$ cat src/pkg/status_reg_map.vh
// Opcodes, bit positions and reset values of the status register block.
`ifndef STATUS_REG_MAP_VH
`define STATUS_REG_MAP_VH
`define OP_READ_STATUS 8'h05
`define OP_WRITE_STATUS 8'h01
`define OP_WRITE_STATUS2 8'h31
`define OP_WRITE_ENABLE 8'h06
`define OP_WRITE_DISABLE 8'h04
`define OP_BYTE_PROGRAM 8'h02
`define OP_OTP_PROGRAM 8'h9b
`define OP_BLOCK_ERASE4 8'h20
`define OP_BLOCK_ERASE32 8'h52
`define OP_PAGE_ERASE 8'h81
`define OP_CHIP_ERASE 8'h60
`define OP_CHIP_ERASE_ALT 8'hc7
`define OP_RESET_ENABLE 8'h66
`define OP_RESET 8'h99
`define SR1_LOCK_BIT 7
`define SR1_ERROR_BIT 5
`define SR1_PIN_BIT 4
`define SR1_PROT_BIT 2
`define SR1_WEL_BIT 1
`define SR_BUSY_BIT 0
`define SR2_RESET_CMD_ENABLE_BIT 4
`define BIT_CNT_W 4
`define BIT_CNT_OPCODE 4'h8
`define BIT_CNT_DATA 4'h8
`define BIT_CNT_LAST 4'hf
`define BIT_IDX_TOP 3'h7
`define RST_BIT 1'b0
`define RST_BYTE 8'h00
`define RST_CNT 4'h0
`define BIT_SEL_BYTE 3
`endif

$ cat src/logic/pin_sync.v
// Two-stage synchroniser for pins arriving from outside the clock domain.
`timescale 1ns/1ns
module pin_sync #(
	parameter WIDTH = 1,
	parameter [WIDTH-1:0] INIT = {WIDTH{1'b0}}
) (
	input wire clk_sys, // System clock.
	input wire rst_n, // Asynchronous reset, active low.
	input wire [WIDTH-1:0] din, // Asynchronous inputs.
	output reg [WIDTH-1:0] dout // Synchronised outputs.
);
	reg [WIDTH-1:0] meta_ff;

	always @(posedge clk_sys or negedge rst_n) begin
		if (!rst_n) begin
			meta_ff <= INIT;
			dout <= INIT;
		end else begin
			meta_ff <= din;
			dout <= meta_ff;
		end
	end
endmodule

$ cat src/logic/flash_status_reg.v
// Serial flash status register with read-status and write-status command handling.
`timescale 1ns/1ns
`include "status_reg_map.vh"

// Notes on behaviour
// RL1: Opcode 05h starts status output next clock.
// RL2: Byte one then byte two, MSB first, repeating.
// RL3: Every repetition samples live status bits.
// RL4: Read status allowed even while busy.
// RL5: Chip select high ends read, output floats.
// RL6: Byte one: lock, error, pin, protect, WRITE_ENABLE_LATCH, busy.
// RL7: Write status changes only bits 7 and 2.
// RL8: Lock plus asserted pin freezes protect bit.
// RL9: Lock resets to zero; protect then free.
// RL10: Pin asserted: lock may only be set.
// RL11: Error set when a byte failed.
// RL12: Aborted operations never set error.
// RL13: Error refreshed after each program or erase.
// RL14: Pin mirror reads 0 when pin asserted.
// RL15: Protect bit rejects program and erase.
// RL16: Cleared WRITE_ENABLE_LATCH refuses writes, erases, OTP, status.
// RL17: WRITE_ENABLE_LATCH cleared at power-up and reset.
// RL18: WRITE_ENABLE_LATCH cleared on write ops complete or abort.
// RL19: Partial or unknown opcode keeps WRITE_ENABLE_LATCH.
// RL20: Busy bit at bit 0 of both bytes.
// RL21: Host polls until busy goes low.
// RL22: Reserved bits 6 and 3 read zero.
// RL23: Byte two: reset enable bit 4, busy.
// RL24: Write status 01h, data lock bit7 protect bit2.
// RL25: Output shifts on falling serial clock.
module flash_status_reg (
	input wire clk_sys, // System clock, 100 MHz.
	input wire rst_n, // Asynchronous power-up reset, active low.
	input wire cs_n, // Chip select pin, active low.
	input wire sck, // Serial clock pin from the host.
	input wire si, // Serial data in pin.
	output reg so_o, // Serial data out value.
	output reg so_oe, // Serial data out enable, high while driving.
	input wire wp_n, // Write-protect pin, active low.
	input wire dev_reset, // Device reset operation pulse, clk_sys domain.
	input wire op_busy, // Internal self-timed operation in progress.
	input wire op_done, // Program or erase finished, one-cycle pulse.
	input wire op_fail, // With op_done: at least one byte failed.
	input wire op_abort, // Program, erase or OTP aborted, one-cycle pulse.
	input wire hold_abort, // Hold condition aborted, one-cycle pulse.
	output reg protect_lock, // Lock bit.
	output reg array_protect, // Array protected, rejects program and erase.
	output reg write_enable_latch, // Write-enable latch.
	output reg erase_program_error, // Error flag of last program or erase.
	output reg reset_cmd_enable, // Reset command enabled.
	output reg write_allowed, // High when program or erase may start.
	output reg cmd_start, // Pulse: full opcode received (writes gated).
	output reg [7:0] cmd_opcode // Opcode of the current frame.
);
	localparam ST_IDLE = 4'b0001;
	localparam ST_DATA = 4'b0010;
	localparam ST_STATUS = 4'b0100;
	localparam ST_IGNORE = 4'b1000;

	////////////////////////////////////////////////////////////////////////
	// Pin synchronisers. Each pin gets its own pair of flip-flops, and each
	// starts at the idle level of its pin so that no false edge follows reset.
	wire cs_s;
	wire sck_s;
	wire si_s;
	wire wp_s;

	pin_sync #(.WIDTH(1), .INIT(1'b1)) u_sync_cs (
		.clk_sys(clk_sys),
		.rst_n(rst_n),
		.din(cs_n),
		.dout(cs_s)
	);

	pin_sync #(.WIDTH(1), .INIT(`RST_BIT)) u_sync_sck (
		.clk_sys(clk_sys),
		.rst_n(rst_n),
		.din(sck),
		.dout(sck_s)
	);

	pin_sync #(.WIDTH(1), .INIT(`RST_BIT)) u_sync_si (
		.clk_sys(clk_sys),
		.rst_n(rst_n),
		.din(si),
		.dout(si_s)
	);

	pin_sync #(.WIDTH(1), .INIT(1'b1)) u_sync_wp (
		.clk_sys(clk_sys),
		.rst_n(rst_n),
		.din(wp_n),
		.dout(wp_s)
	);

	reg sck_d_ff;
	reg cs_d_ff;
	wire sck_rise = sck_s & ~sck_d_ff & ~cs_s;
	wire sck_fall = ~sck_s & sck_d_ff & ~cs_s;
	wire cs_rise = cs_s & ~cs_d_ff;

	// Delayed copies for edge detection, reset to the idle level of each pin.
	always @(posedge clk_sys or negedge rst_n) begin
		if (!rst_n) begin
			sck_d_ff <= `RST_BIT;
			cs_d_ff <= 1'b1;
		end else begin
			sck_d_ff <= sck_s;
			cs_d_ff <= cs_s;
		end
	end

	////////////////////////////////////////////////////////////////////////
	// Frame decoder.
	// One command per chip-select frame. The opcode is taken at the eighth
	// rising serial clock; write-status frames then collect one data byte,
	// read-status frames stream status bits, and anything else is ignored
	// until chip select rises again.
	reg [3:0] state_ff;
	reg [3:0] nxt_state;
	reg [7:0] shift_ff;
	reg [`BIT_CNT_W-1:0] bit_cnt_ff;
	reg [7:0] data_ff;
	reg data_full_ff;
	reg [`BIT_CNT_W-1:0] out_cnt_ff;

	wire [7:0] shifted = {shift_ff[6:0], si_s};
	wire op_full = sck_rise && (state_ff == ST_IDLE) && (bit_cnt_ff == `BIT_CNT_OPCODE - 4'h1);
	wire data_full = sck_rise && (state_ff == ST_DATA) && (bit_cnt_ff == `BIT_CNT_LAST);

	// Commands that need the write-enable latch and clear it when they end.
	// Write status is handled on its own because it also carries data.
	function is_write_op;
		input [7:0] op;
		begin
			case (op)
				`OP_BYTE_PROGRAM, `OP_OTP_PROGRAM, `OP_BLOCK_ERASE4, `OP_BLOCK_ERASE32,
				`OP_PAGE_ERASE, `OP_CHIP_ERASE, `OP_CHIP_ERASE_ALT: is_write_op = 1'b1;
				default: is_write_op = 1'b0;
			endcase
		end
	endfunction

	always @* begin
		nxt_state = state_ff;
		case (state_ff)
			ST_IDLE: begin
				if (op_full) begin
					if (shifted == `OP_READ_STATUS)
						nxt_state = ST_STATUS; // RL1 RL4
					else if (shifted == `OP_WRITE_STATUS || shifted == `OP_WRITE_STATUS2)
						nxt_state = ST_DATA;
					else
						nxt_state = ST_IGNORE;
				end
			end
			ST_DATA: begin
				if (data_full)
					nxt_state = ST_IGNORE;
			end
			ST_STATUS: nxt_state = ST_STATUS;
			ST_IGNORE: nxt_state = ST_IGNORE;
			default: nxt_state = ST_IDLE;
		endcase
		if (cs_s)
			nxt_state = ST_IDLE; // RL5
	end

	// Status bytes assembled from live state each time a bit is picked.
	// No snapshot is taken at the start of the command, so a host that keeps
	// clocking sees the busy bit fall at the next bit 0 of either byte once the operation ends.
	// The out counter walks byte one bits 7 to 0, then byte two, and its
	// natural wrap repeats the pair for as long as chip select stays low.
	wire [7:0] status_one = {protect_lock, 1'b0, erase_program_error, wp_s, 1'b0,
		array_protect, write_enable_latch, op_busy}; // RL6 RL14 RL22 RL20
	wire [7:0] status_two = {3'h0, reset_cmd_enable, 3'h0, op_busy}; // RL23 RL20
	wire [7:0] cur_byte = out_cnt_ff[`BIT_SEL_BYTE] ? status_two : status_one; // RL2
	wire cur_bit = cur_byte[`BIT_IDX_TOP - out_cnt_ff[2:0]]; // RL3

	always @(posedge clk_sys or negedge rst_n) begin
		if (!rst_n) begin
			state_ff <= ST_IDLE;
			shift_ff <= `RST_BYTE;
			bit_cnt_ff <= `RST_CNT;
			data_ff <= `RST_BYTE;
			data_full_ff <= `RST_BIT;
			out_cnt_ff <= `RST_CNT;
			so_o <= `RST_BIT;
			so_oe <= `RST_BIT;
			cmd_start <= `RST_BIT;
			cmd_opcode <= `RST_BYTE;
		end else begin
			state_ff <= nxt_state;
			cmd_start <= `RST_BIT;
			// Chip select high ends any frame at once, mid-byte included, and
			// releases the output line.
			if (cs_s) begin
				bit_cnt_ff <= `RST_CNT;
				data_full_ff <= `RST_BIT;
				out_cnt_ff <= `RST_CNT;
				so_oe <= `RST_BIT; // RL5
			end else if (sck_rise) begin
				shift_ff <= shifted;
				// After the opcode the counter wraps back to the opcode length,
				// so it sits on that value at every byte boundary.
				if (bit_cnt_ff != `BIT_CNT_LAST)
					bit_cnt_ff <= bit_cnt_ff + 4'h1;
				else
					bit_cnt_ff <= `BIT_CNT_OPCODE;
				if (data_full) begin
					data_ff <= shifted;
					data_full_ff <= 1'b1;
				end else if (state_ff == ST_IGNORE && data_full_ff) begin
					data_full_ff <= 1'b1;
				end
				if (state_ff == ST_DATA && bit_cnt_ff != `RST_CNT && !data_full)
					data_full_ff <= `RST_BIT;
				// Program and erase starts are withheld while the latch is clear.
				if (op_full) begin
					cmd_opcode <= shifted;
					cmd_start <= write_enable_latch | ~is_write_op(shifted); // RL16
				end
			end else if (sck_fall && state_ff == ST_STATUS) begin
				so_oe <= 1'b1; // RL25
				so_o <= cur_bit; // RL2 RL3
				out_cnt_ff <= out_cnt_ff + 4'h1;
			end
		end
	end

	////////////////////////////////////////////////////////////////////////
	// Status bits.
	// The registered status bits change only at the end of a frame or on an operation
	// pulse, and such a pulse can arrive while a status byte is being shifted out.
	// Frame ended on a byte boundary after the full data byte.
	wire on_byte_edge = (bit_cnt_ff == `BIT_CNT_OPCODE);
	wire ws_full = cs_rise && data_full_ff && on_byte_edge;
	wire is_ws = (cmd_opcode == `OP_WRITE_STATUS);
	wire is_ws2 = (cmd_opcode == `OP_WRITE_STATUS2);
	wire frame_had_op = cs_rise && (state_ff != ST_IDLE);
	wire ws_end = frame_had_op && (is_ws || is_ws2);
	wire ws_ok = ws_end && ws_full && write_enable_latch; // RL16
	wire lock_nxt = data_ff[`SR1_LOCK_BIT];
	wire prot_nxt = data_ff[`SR1_PROT_BIT];
	wire wp_on = ~wp_s;
	wire ws_ignored = wp_on && protect_lock && !lock_nxt; // RL10
	wire ws_apply = ws_ok && is_ws && !ws_ignored;
	wire wr_op_end = frame_had_op && is_write_op(cmd_opcode);
	// Lock set and pin asserted freeze the protect bit where it stands.
	wire prot_frozen = protect_lock && wp_on;
	// Sources that clear the latch regardless of the frame in progress.
	wire wel_hw_clear = dev_reset | op_done | op_abort | hold_abort;
	// Frame ends decoded from the opcode of the frame that just closed.
	wire wel_wd_end = frame_had_op && (cmd_opcode == `OP_WRITE_DISABLE);
	wire wel_we_end = frame_had_op && (cmd_opcode == `OP_WRITE_ENABLE);

	always @(posedge clk_sys or negedge rst_n) begin
		if (!rst_n) begin
			protect_lock <= `RST_BIT; // RL9
			array_protect <= `RST_BIT;
			write_enable_latch <= `RST_BIT; // RL17
			erase_program_error <= `RST_BIT;
			reset_cmd_enable <= `RST_BIT;
			write_allowed <= `RST_BIT;
		end else begin
			write_allowed <= write_enable_latch & ~array_protect; // RL15 RL16
			if (ws_apply) begin
				protect_lock <= lock_nxt; // RL7 RL24
				if (!prot_frozen)
					array_protect <= prot_nxt; // RL8 RL9
			end
			if (ws_ok && is_ws2)
				reset_cmd_enable <= data_ff[`SR2_RESET_CMD_ENABLE_BIT];
			if (op_done)
				erase_program_error <= op_fail; // RL11 RL13 RL12
			// Set by write enable; write ops and aborts clear, and any clear wins over a set in the same cycle.
			if (dev_reset)
				write_enable_latch <= `RST_BIT; // RL17
			else if (wel_hw_clear)
				write_enable_latch <= `RST_BIT; // RL18
			else if (ws_end)
				write_enable_latch <= `RST_BIT; // RL18
			else if (wr_op_end && !write_enable_latch)
				write_enable_latch <= `RST_BIT; // RL19
			else if (wel_wd_end)
				write_enable_latch <= `RST_BIT; // RL18
			else if (wel_we_end)
				write_enable_latch <= 1'b1;
		end
	end
endmodule

$ cat config.mk
export PLATFORM = sky130hd
export DESIGN_NAME = flash_status_reg
export DESIGN_NICKNAME = d
export VERILOG_FILES = /design/src/logic/pin_sync.v /design/src/logic/flash_status_reg.v
export VERILOG_INCLUDE_DIRS = /design/src /design/src/pkg
export SDC_FILE = /design/constraint.sdc
export NUM_CORES = 1
export LEC_CHECK = 0
export BUFFER_PORTS_ARGS = -buffer_cell sky130_fd_sc_hd__buf_4
export CAP_MARGIN = 40
export CORE_MARGIN = 4
export CORE_UTILIZATION = 50
export CTS_CLUSTER_SIZE = 40
export DETAILED_ROUTE_END_ITERATION = 8
export PLACE_DENSITY_LB_ADDON = 0.1
export REMOVE_ABC_BUFFERS = 1
export SYNTH_ARGS = -nofsm -noshare
export SYNTH_HDL_FRONTEND = slang
export SYNTH_SLANG_ARGS = --single-unit
$ cat constraint.sdc
create_clock -name clk_sys -period 2.13 [get_ports clk_sys]
set_input_delay 0.213 -clock clk_sys [delete_from_list [all_inputs] [get_ports clk_sys]]
set_output_delay 0.213 -clock clk_sys [all_outputs]
set_load 0.1 [all_outputs]
Yosys cells after proc, flatten, opt, wreduce, memory -nomap -nowiden
Index checks and enable logic that the tools add are counted.
- register bits after elaboration: 55
- input port bits: 12
- logic and storage cells: 163
- $add $sub $neg: 3
- magnitude comparators: 1
- equality and inequality tests: 33
- muxes and demuxes: 37
- bitwise gates (word level): 19
- reductions and logical operators: 44
- operators with widths (cell ; count):
    == test 8 bit, second input constant ; 6
    two-way mux 4 bit ; 11
    == test 8 x 6 -> 1 bit, second input constant ; 4
    == test 8 x 7 -> 1 bit, second input constant ; 4
    == test 8 x 3 -> 1 bit, second input constant ; 3
    logical AND 1 bit ; 23
    two-way mux 1 bit ; 23
    == test 8 x 1 -> 1 bit, second input constant ; 2
    == test 8 x 2 -> 1 bit, second input constant ; 2
    case mux 4 bit (4 select lines) ; 1
    OR reduction 7 bit ; 2
    == test 4 bit, second input constant ; 3
    AND reduction 2 bit ; 5
    NOT 1 bit ; 9
    AND reduction 3 bit ; 3
    adder 4 x 1 -> 4 bit, second input constant ; 2
    == test 4 x 3 -> 1 bit, second input constant ; 2
    two-way mux 8 bit ; 1
    nonzero test 4 bit ; 2
    bitwise AND 1 bit ; 6
    inequality test 3 x 2 -> 1 bit, second input constant ; 2
    nonzero test 6 bit ; 1
    == test 4 x 1 -> 1 bit, second input constant ; 1
    == test 4 x 2 -> 1 bit, second input constant ; 1
    other kinds (10) ; 18

Logic depth before layout (Yosys ltp)
- depth after elaboration: 13
- gate-level depth with buffers: 6

Hierarchy
A second synthesis with hierarchy kept.
- cells, all modules: 203
- area total of the unflattened synthesis: 2423.6 um^2
- modules (own cells, without submodules) (module ; instances ; cells an instance ; area each (um^2)):
    flash_status_reg ; 1 ; 195 ; 2218.4
    pin_sync at u_sync_cs ... ; 2 ; 2 ; 52.6
    pin_sync at u_sync_sck ... ; 2 ; 2 ; 50.0

Least setup slack after synthesis
Ideal clock, no wire load.
- path type: reg2reg
- start point: reg write_enable_latch
- end point: reg array_protect
- setup time: 0.126 ns
- arrival: 1.994 ns
- data required time: 2.004 ns
- setup slack: 0.010 ns
- stages on the path, launching flop included: 5
- buffers on the path: 0
- path through: dfrtp_1 nand3_1 or3_1 nor3_1 mux2_2
- cells in the longest elaborated chain, start to end: 4
- ends and longest elaborated chain (item ; line ; source):
    start: declaration ; flash_status_reg.v:48 ; output reg write_enable_latch,
    start signal: assignment ; flash_status_reg.v:261 ; write_enable_latch <= `RST_BIT;
    start signal: assignment ; flash_status_reg.v:278 ; write_enable_latch <= `RST_BIT;
    start signal: assignment ; flash_status_reg.v:280 ; write_enable_latch <= `RST_BIT;
    logical AND 1 bit ; flash_status_reg.v:242 ; wire ws_ok = ws_end && ws_full && write_enable_latch;
    logical AND 1 bit (2 in series) ; flash_status_reg.v:247 ; wire ws_apply = ws_ok && is_ws && !ws_ignored;
    AND reduction 2 bit (no line) ; n/a ;
    end signal: assignment ; flash_status_reg.v:260 ; array_protect <= `RST_BIT;
    end signal: assignment ; flash_status_reg.v:270 ; array_protect <= prot_nxt;
    end: declaration ; flash_status_reg.v:47 ; output reg array_protect,
No other way between the ends.
A chain may end at the register's enable or synchronous reset.

Worst setup path in the final report
- start point: reg state_ff[0]
- end point: reg cmd_opcode[7]
- cells in the longest elaborated chain, start to end: 4
- ends and longest elaborated chain (item ; line ; source):
    start: declaration ; flash_status_reg.v:119 ; reg [3:0] state_ff;
    start signal: assignment ; flash_status_reg.v:193 ; state_ff <= nxt_state;
    == test 4 x 1 -> 1 bit ; flash_status_reg.v:128 ; wire op_full = sck_rise && (state_ff == ST_IDLE) && (bit_cnt_ff == `BIT_CNT_OPCODE - 4'h1);
    logical AND 1 bit (2 in series) ; flash_status_reg.v:128 ;
    AND reduction 3 bit (no line) ; n/a ;
    end signal: assignment ; flash_status_reg.v:191 ; cmd_opcode <= `RST_BYTE;
    end signal: assignment ; flash_status_reg.v:220 ; cmd_opcode <= shifted;
    end: declaration ; flash_status_reg.v:53 ; output reg [7:0] cmd_opcode
No other way between the ends.

==> metrics.md <==
| Metric | Value |
|---|---|
| Final core occ | `0.6143` |
| Drt first-iter violations | `92` |
| Routability Congestion | `0.8259` |
| Skew final | `0.008580 ns` |
| Vias per inst | `5.759` |
| Crit. End Element | `flop` |
| Post-synth EDFFs | `0` |
| Area occupied by multi-input gates | `1002 µm²` |
| CP Launch Point | `state_ff[0]` |
| Total grt overflow | `0` |
| Outcome | `finished clean` |
| Htree depth | `2` |
| GRT Overall Usage | `0.1856` |
| R2R Setup Slk | `0.17 ns` |
| Worst reg-to-reg path cell count | `4` |
| Syn avg cell area | `11.60 µm²` |
| Max Buffers Root-to-Sink | `2` |
| Sink Count | `50` |
| Initial antenna violation count | `0` |
| Largest net degree at the start of global routing | `51` |
| CTS resizes | `0` |
| Worst setup SP type | `flop` |
| Critical Path AT | `2.14 ns` |
| Max VDD drop | `0.5212 mV` |
| Seq/Total Area, Yosys | `0.5397` |
| Post-Synthesis Cells | `201` |
| Async set-reset flop share out of synthesis | `1.000` |
| Vias in the first global route | `1723` |
| Internal cell power | `1.424 mW` |
| DRT antenna net count | `0` |
| Final wirelength | `4972 µm` |
| Worst-path maximum fanout | `10` |
| P_sw | `0.5529 mW` |
| Standard-cell rows | `24` |
| Antenna Cells | `0` |
| Tot Pwr | `1.977 mW` |
| Clock share of power | `0.282` |
| Fill cells | `365` |
| Die area | `5821 µm²` |
| Lkg Pwr | `1.238 nW` |
| Leading cell type in the layout, fill and taps excluded | `dfrtp_1` |
| Port Buffers | `28` |
| CTS tree | `built` |
| Max Clk Rate | `510.7 MHz` |
| Hold crit path type | `in -> reg` |
| Mapped cell area | `2332 µm²` |
| Die Span X | `76.30 µm` |
| Design area | `2730 µm²` |
| Final setup violating endpoints | `0` |
| Yosys reg bits | `50` |
| End of the critical path | `cmd_opcode[7]` |
| FF-to-FF End | `cmd_opcode[7]` |
| Tmin final | `1.958 ns` |
| Clk pin slew, worst setup/hold paths | `0.09 ns` |
| FF/Latch Area | `1259 µm²` |
| Sequential share of power | `0.590` |
| Worst skew pair latency | `0.30 ns` |
| Initial Util | `0.5248` |
| Synth warn | `0` |
| Share of layout cells above drive strength 1 | `0.3109` |
| Via count | `1670` |
| Final net count | `252` |
| Global-route wire length before repair | `8687 µm` |
| Placed inst area | `2619 µm²` |
| Pin slew with the least headroom to its limit | `0.6225 ns` |
| Switching part of the total power | `0.2796` |
| Synth Flop Type | `dfrtp_1` |
| Num CTS Buffers | `5` |
| Yosys cell types | `42` |
| Final Slew Violations | `0` |
| Maxcap violations | `0` |
| Area Overhead vs Synth | `17.06%` |
| PwrDens | `724.2 nW/µm²` |
| DP Wirelength | `3501 µm` |
| Hold Fails Final Rpt | `0` |
| Worst reg2reg startpoint | `state_ff[0]` |
| I/O Pins | `29` |
| Most frequent cells in the layout | `dfrtp_1, buf_4, mux2_2, nor2_1, o21ai_0` |
| Drt wl/cell | `17.14 µm` |
| Clock root buffer master | `clkbuf_8` |
| RSZ-0062 raised after global routing | `no` |
| TritonRoute pass-1 iters | `4` |
| Crit Path Class | `reg -> reg` |
| Drc violations | `0` |
| Worst Hold Depth | `1` |
| Core footprint | `4444 µm²` |
| Setup_tns | `0 ns` |
| Critical path data required time | `2.31 ns` |
| Die height | `76.30 µm` |
| Period utilisation layout | `0.9192` |
| Relative slew slack | `0.5850` |
| Part of the power in combinational logic | `0.129` |
through the flow:
stage | hold slack (ns) | setup WS, ns | std cells
6_report | 0.01109 | 0.1721 | 290
5_1_grt | 0.001009 | 0.1001 | 290
4_1_cts | 0.001623 | 0.1770 | 289
3_5_place_dp | 0.2747 | 0.2020 | 280
3_3_place_gp | 0.2575 | 0.2635 | 280
2_1_floorplan | -0.08259 | 0.01017 | 193
critical path: stages (launching register included):
cell	delay [ns]
dfstp_2	0.60
or4b_4	0.52
nor4_4	0.15
buf_4	0.22
mux2_2	0.35
metal layers:
| layer | share of wire | GRT usage | routed length (µm) | vias up |
|---|---|---|---|---|
| li1 | - | - | - | 810 |
| met2 | 0.47 | 0.2759 | 2360 | 37 |
| met3 | 0.048 | 0.05083 | 241 | 11 |
| met4 | 0.022 | 0.06703 | 107 | 0 |
| met1 | 0.45 | 0.2606 | 2262 | 812 |
| met5 | 0 | 0 | 0 | - |
cell usage after synthesis, types with 3 or more instances:
cell type | number | area (µm²)
dfrtp_1 | 44 | 1101
mux2_2 | 21 | 236.5
nor2_1 | 14 | 52.55
o21ai_0 | 10 | 50.05
inv_1 | 8 | 30.03
nand2_1 | 7 | 26.28
clkbuf_1 | 6 | 22.52
dfstp_2 | 6 | 157.7
nor4_1 | 6 | 37.54
a21oi_1 | 5 | 25.02
nand3_1 | 5 | 25.02
nand4_1 | 5 | 31.28
nor4bb_1 | 5 | 50.05
xnor2_1 | 5 | 43.79
a211oi_1 | 4 | 30.03
nor2b_1 | 4 | 25.02
nor3_1 | 4 | 20.02
nor4b_1 | 4 | 35.03
ha_1 | 3 | 37.54
nor3b_1 | 3 | 22.52
or4_1 | 3 | 22.52
xor2_1 | 3 | 26.28
cell families after synthesis:
family | Yosys count | share of synthesized area
and+or+nand+nor | 72 | 0.1947
DFF | 50 | 0.5397
AOI/OAI and AO/OA | 30 | 0.08316
muxes | 22 | 0.1057
buffers and inverters | 16 | 0.03058
xor gates and xnor gates | 8 | 0.03004
adders and majority gates | 3 | 0.01610
flip-flops by register name, indices dropped and copies added (netlist names), 3 cells and up:
register	cells
data_ff	3
cmd_opcode	8
bit_cnt_ff	4
state_ff	4
out_cnt_ff	4
shift_ff	7
area by class of cell:
cell class	instances	share of cell area
Multi-Input combinational cell	135	0.3671
Tap cell	52	0.02383
Clock buffer	7	0.03162
Sequential cell	50	0.4610
Timing Repair Buffer	37	0.1036
Inverter	8	0.01100
Clock inverter	1	0.001833
how the worst min path moves through the flow:
stage,startpoint,endpoint,slack (ns)
2_1_floorplan,rst_n,array_protect,-0.08
3_3_place_gp,rst_n,so_o,0.26
3_5_place_dp,rst_n,so_o,0.27
4_1_cts,sck,u_sync_sck.meta_ff,0.002
5_1_grt,sck,u_sync_sck.meta_ff,0.001
6_report,sck,u_sync_sck.meta_ff,0.01
repair_timing:
action,4_1_cts,5_1_grt
buffers inserted,0,0
hold buffers,1,1
hold endpoints to repair,44,1
power groups by stage:
stage          combinational, mW  clock, mW  sequential, mW
2_1_floorplan              0.163          0            1.14
3_3_place_gp               0.248          0            1.18
3_5_place_dp               0.254          0            1.18
4_1_cts                    0.256      0.579            1.16
5_1_grt                    0.287      0.627            1.18
6_report                   0.254      0.557            1.17
No activity file was read; power rests on OpenSTA's default activity.
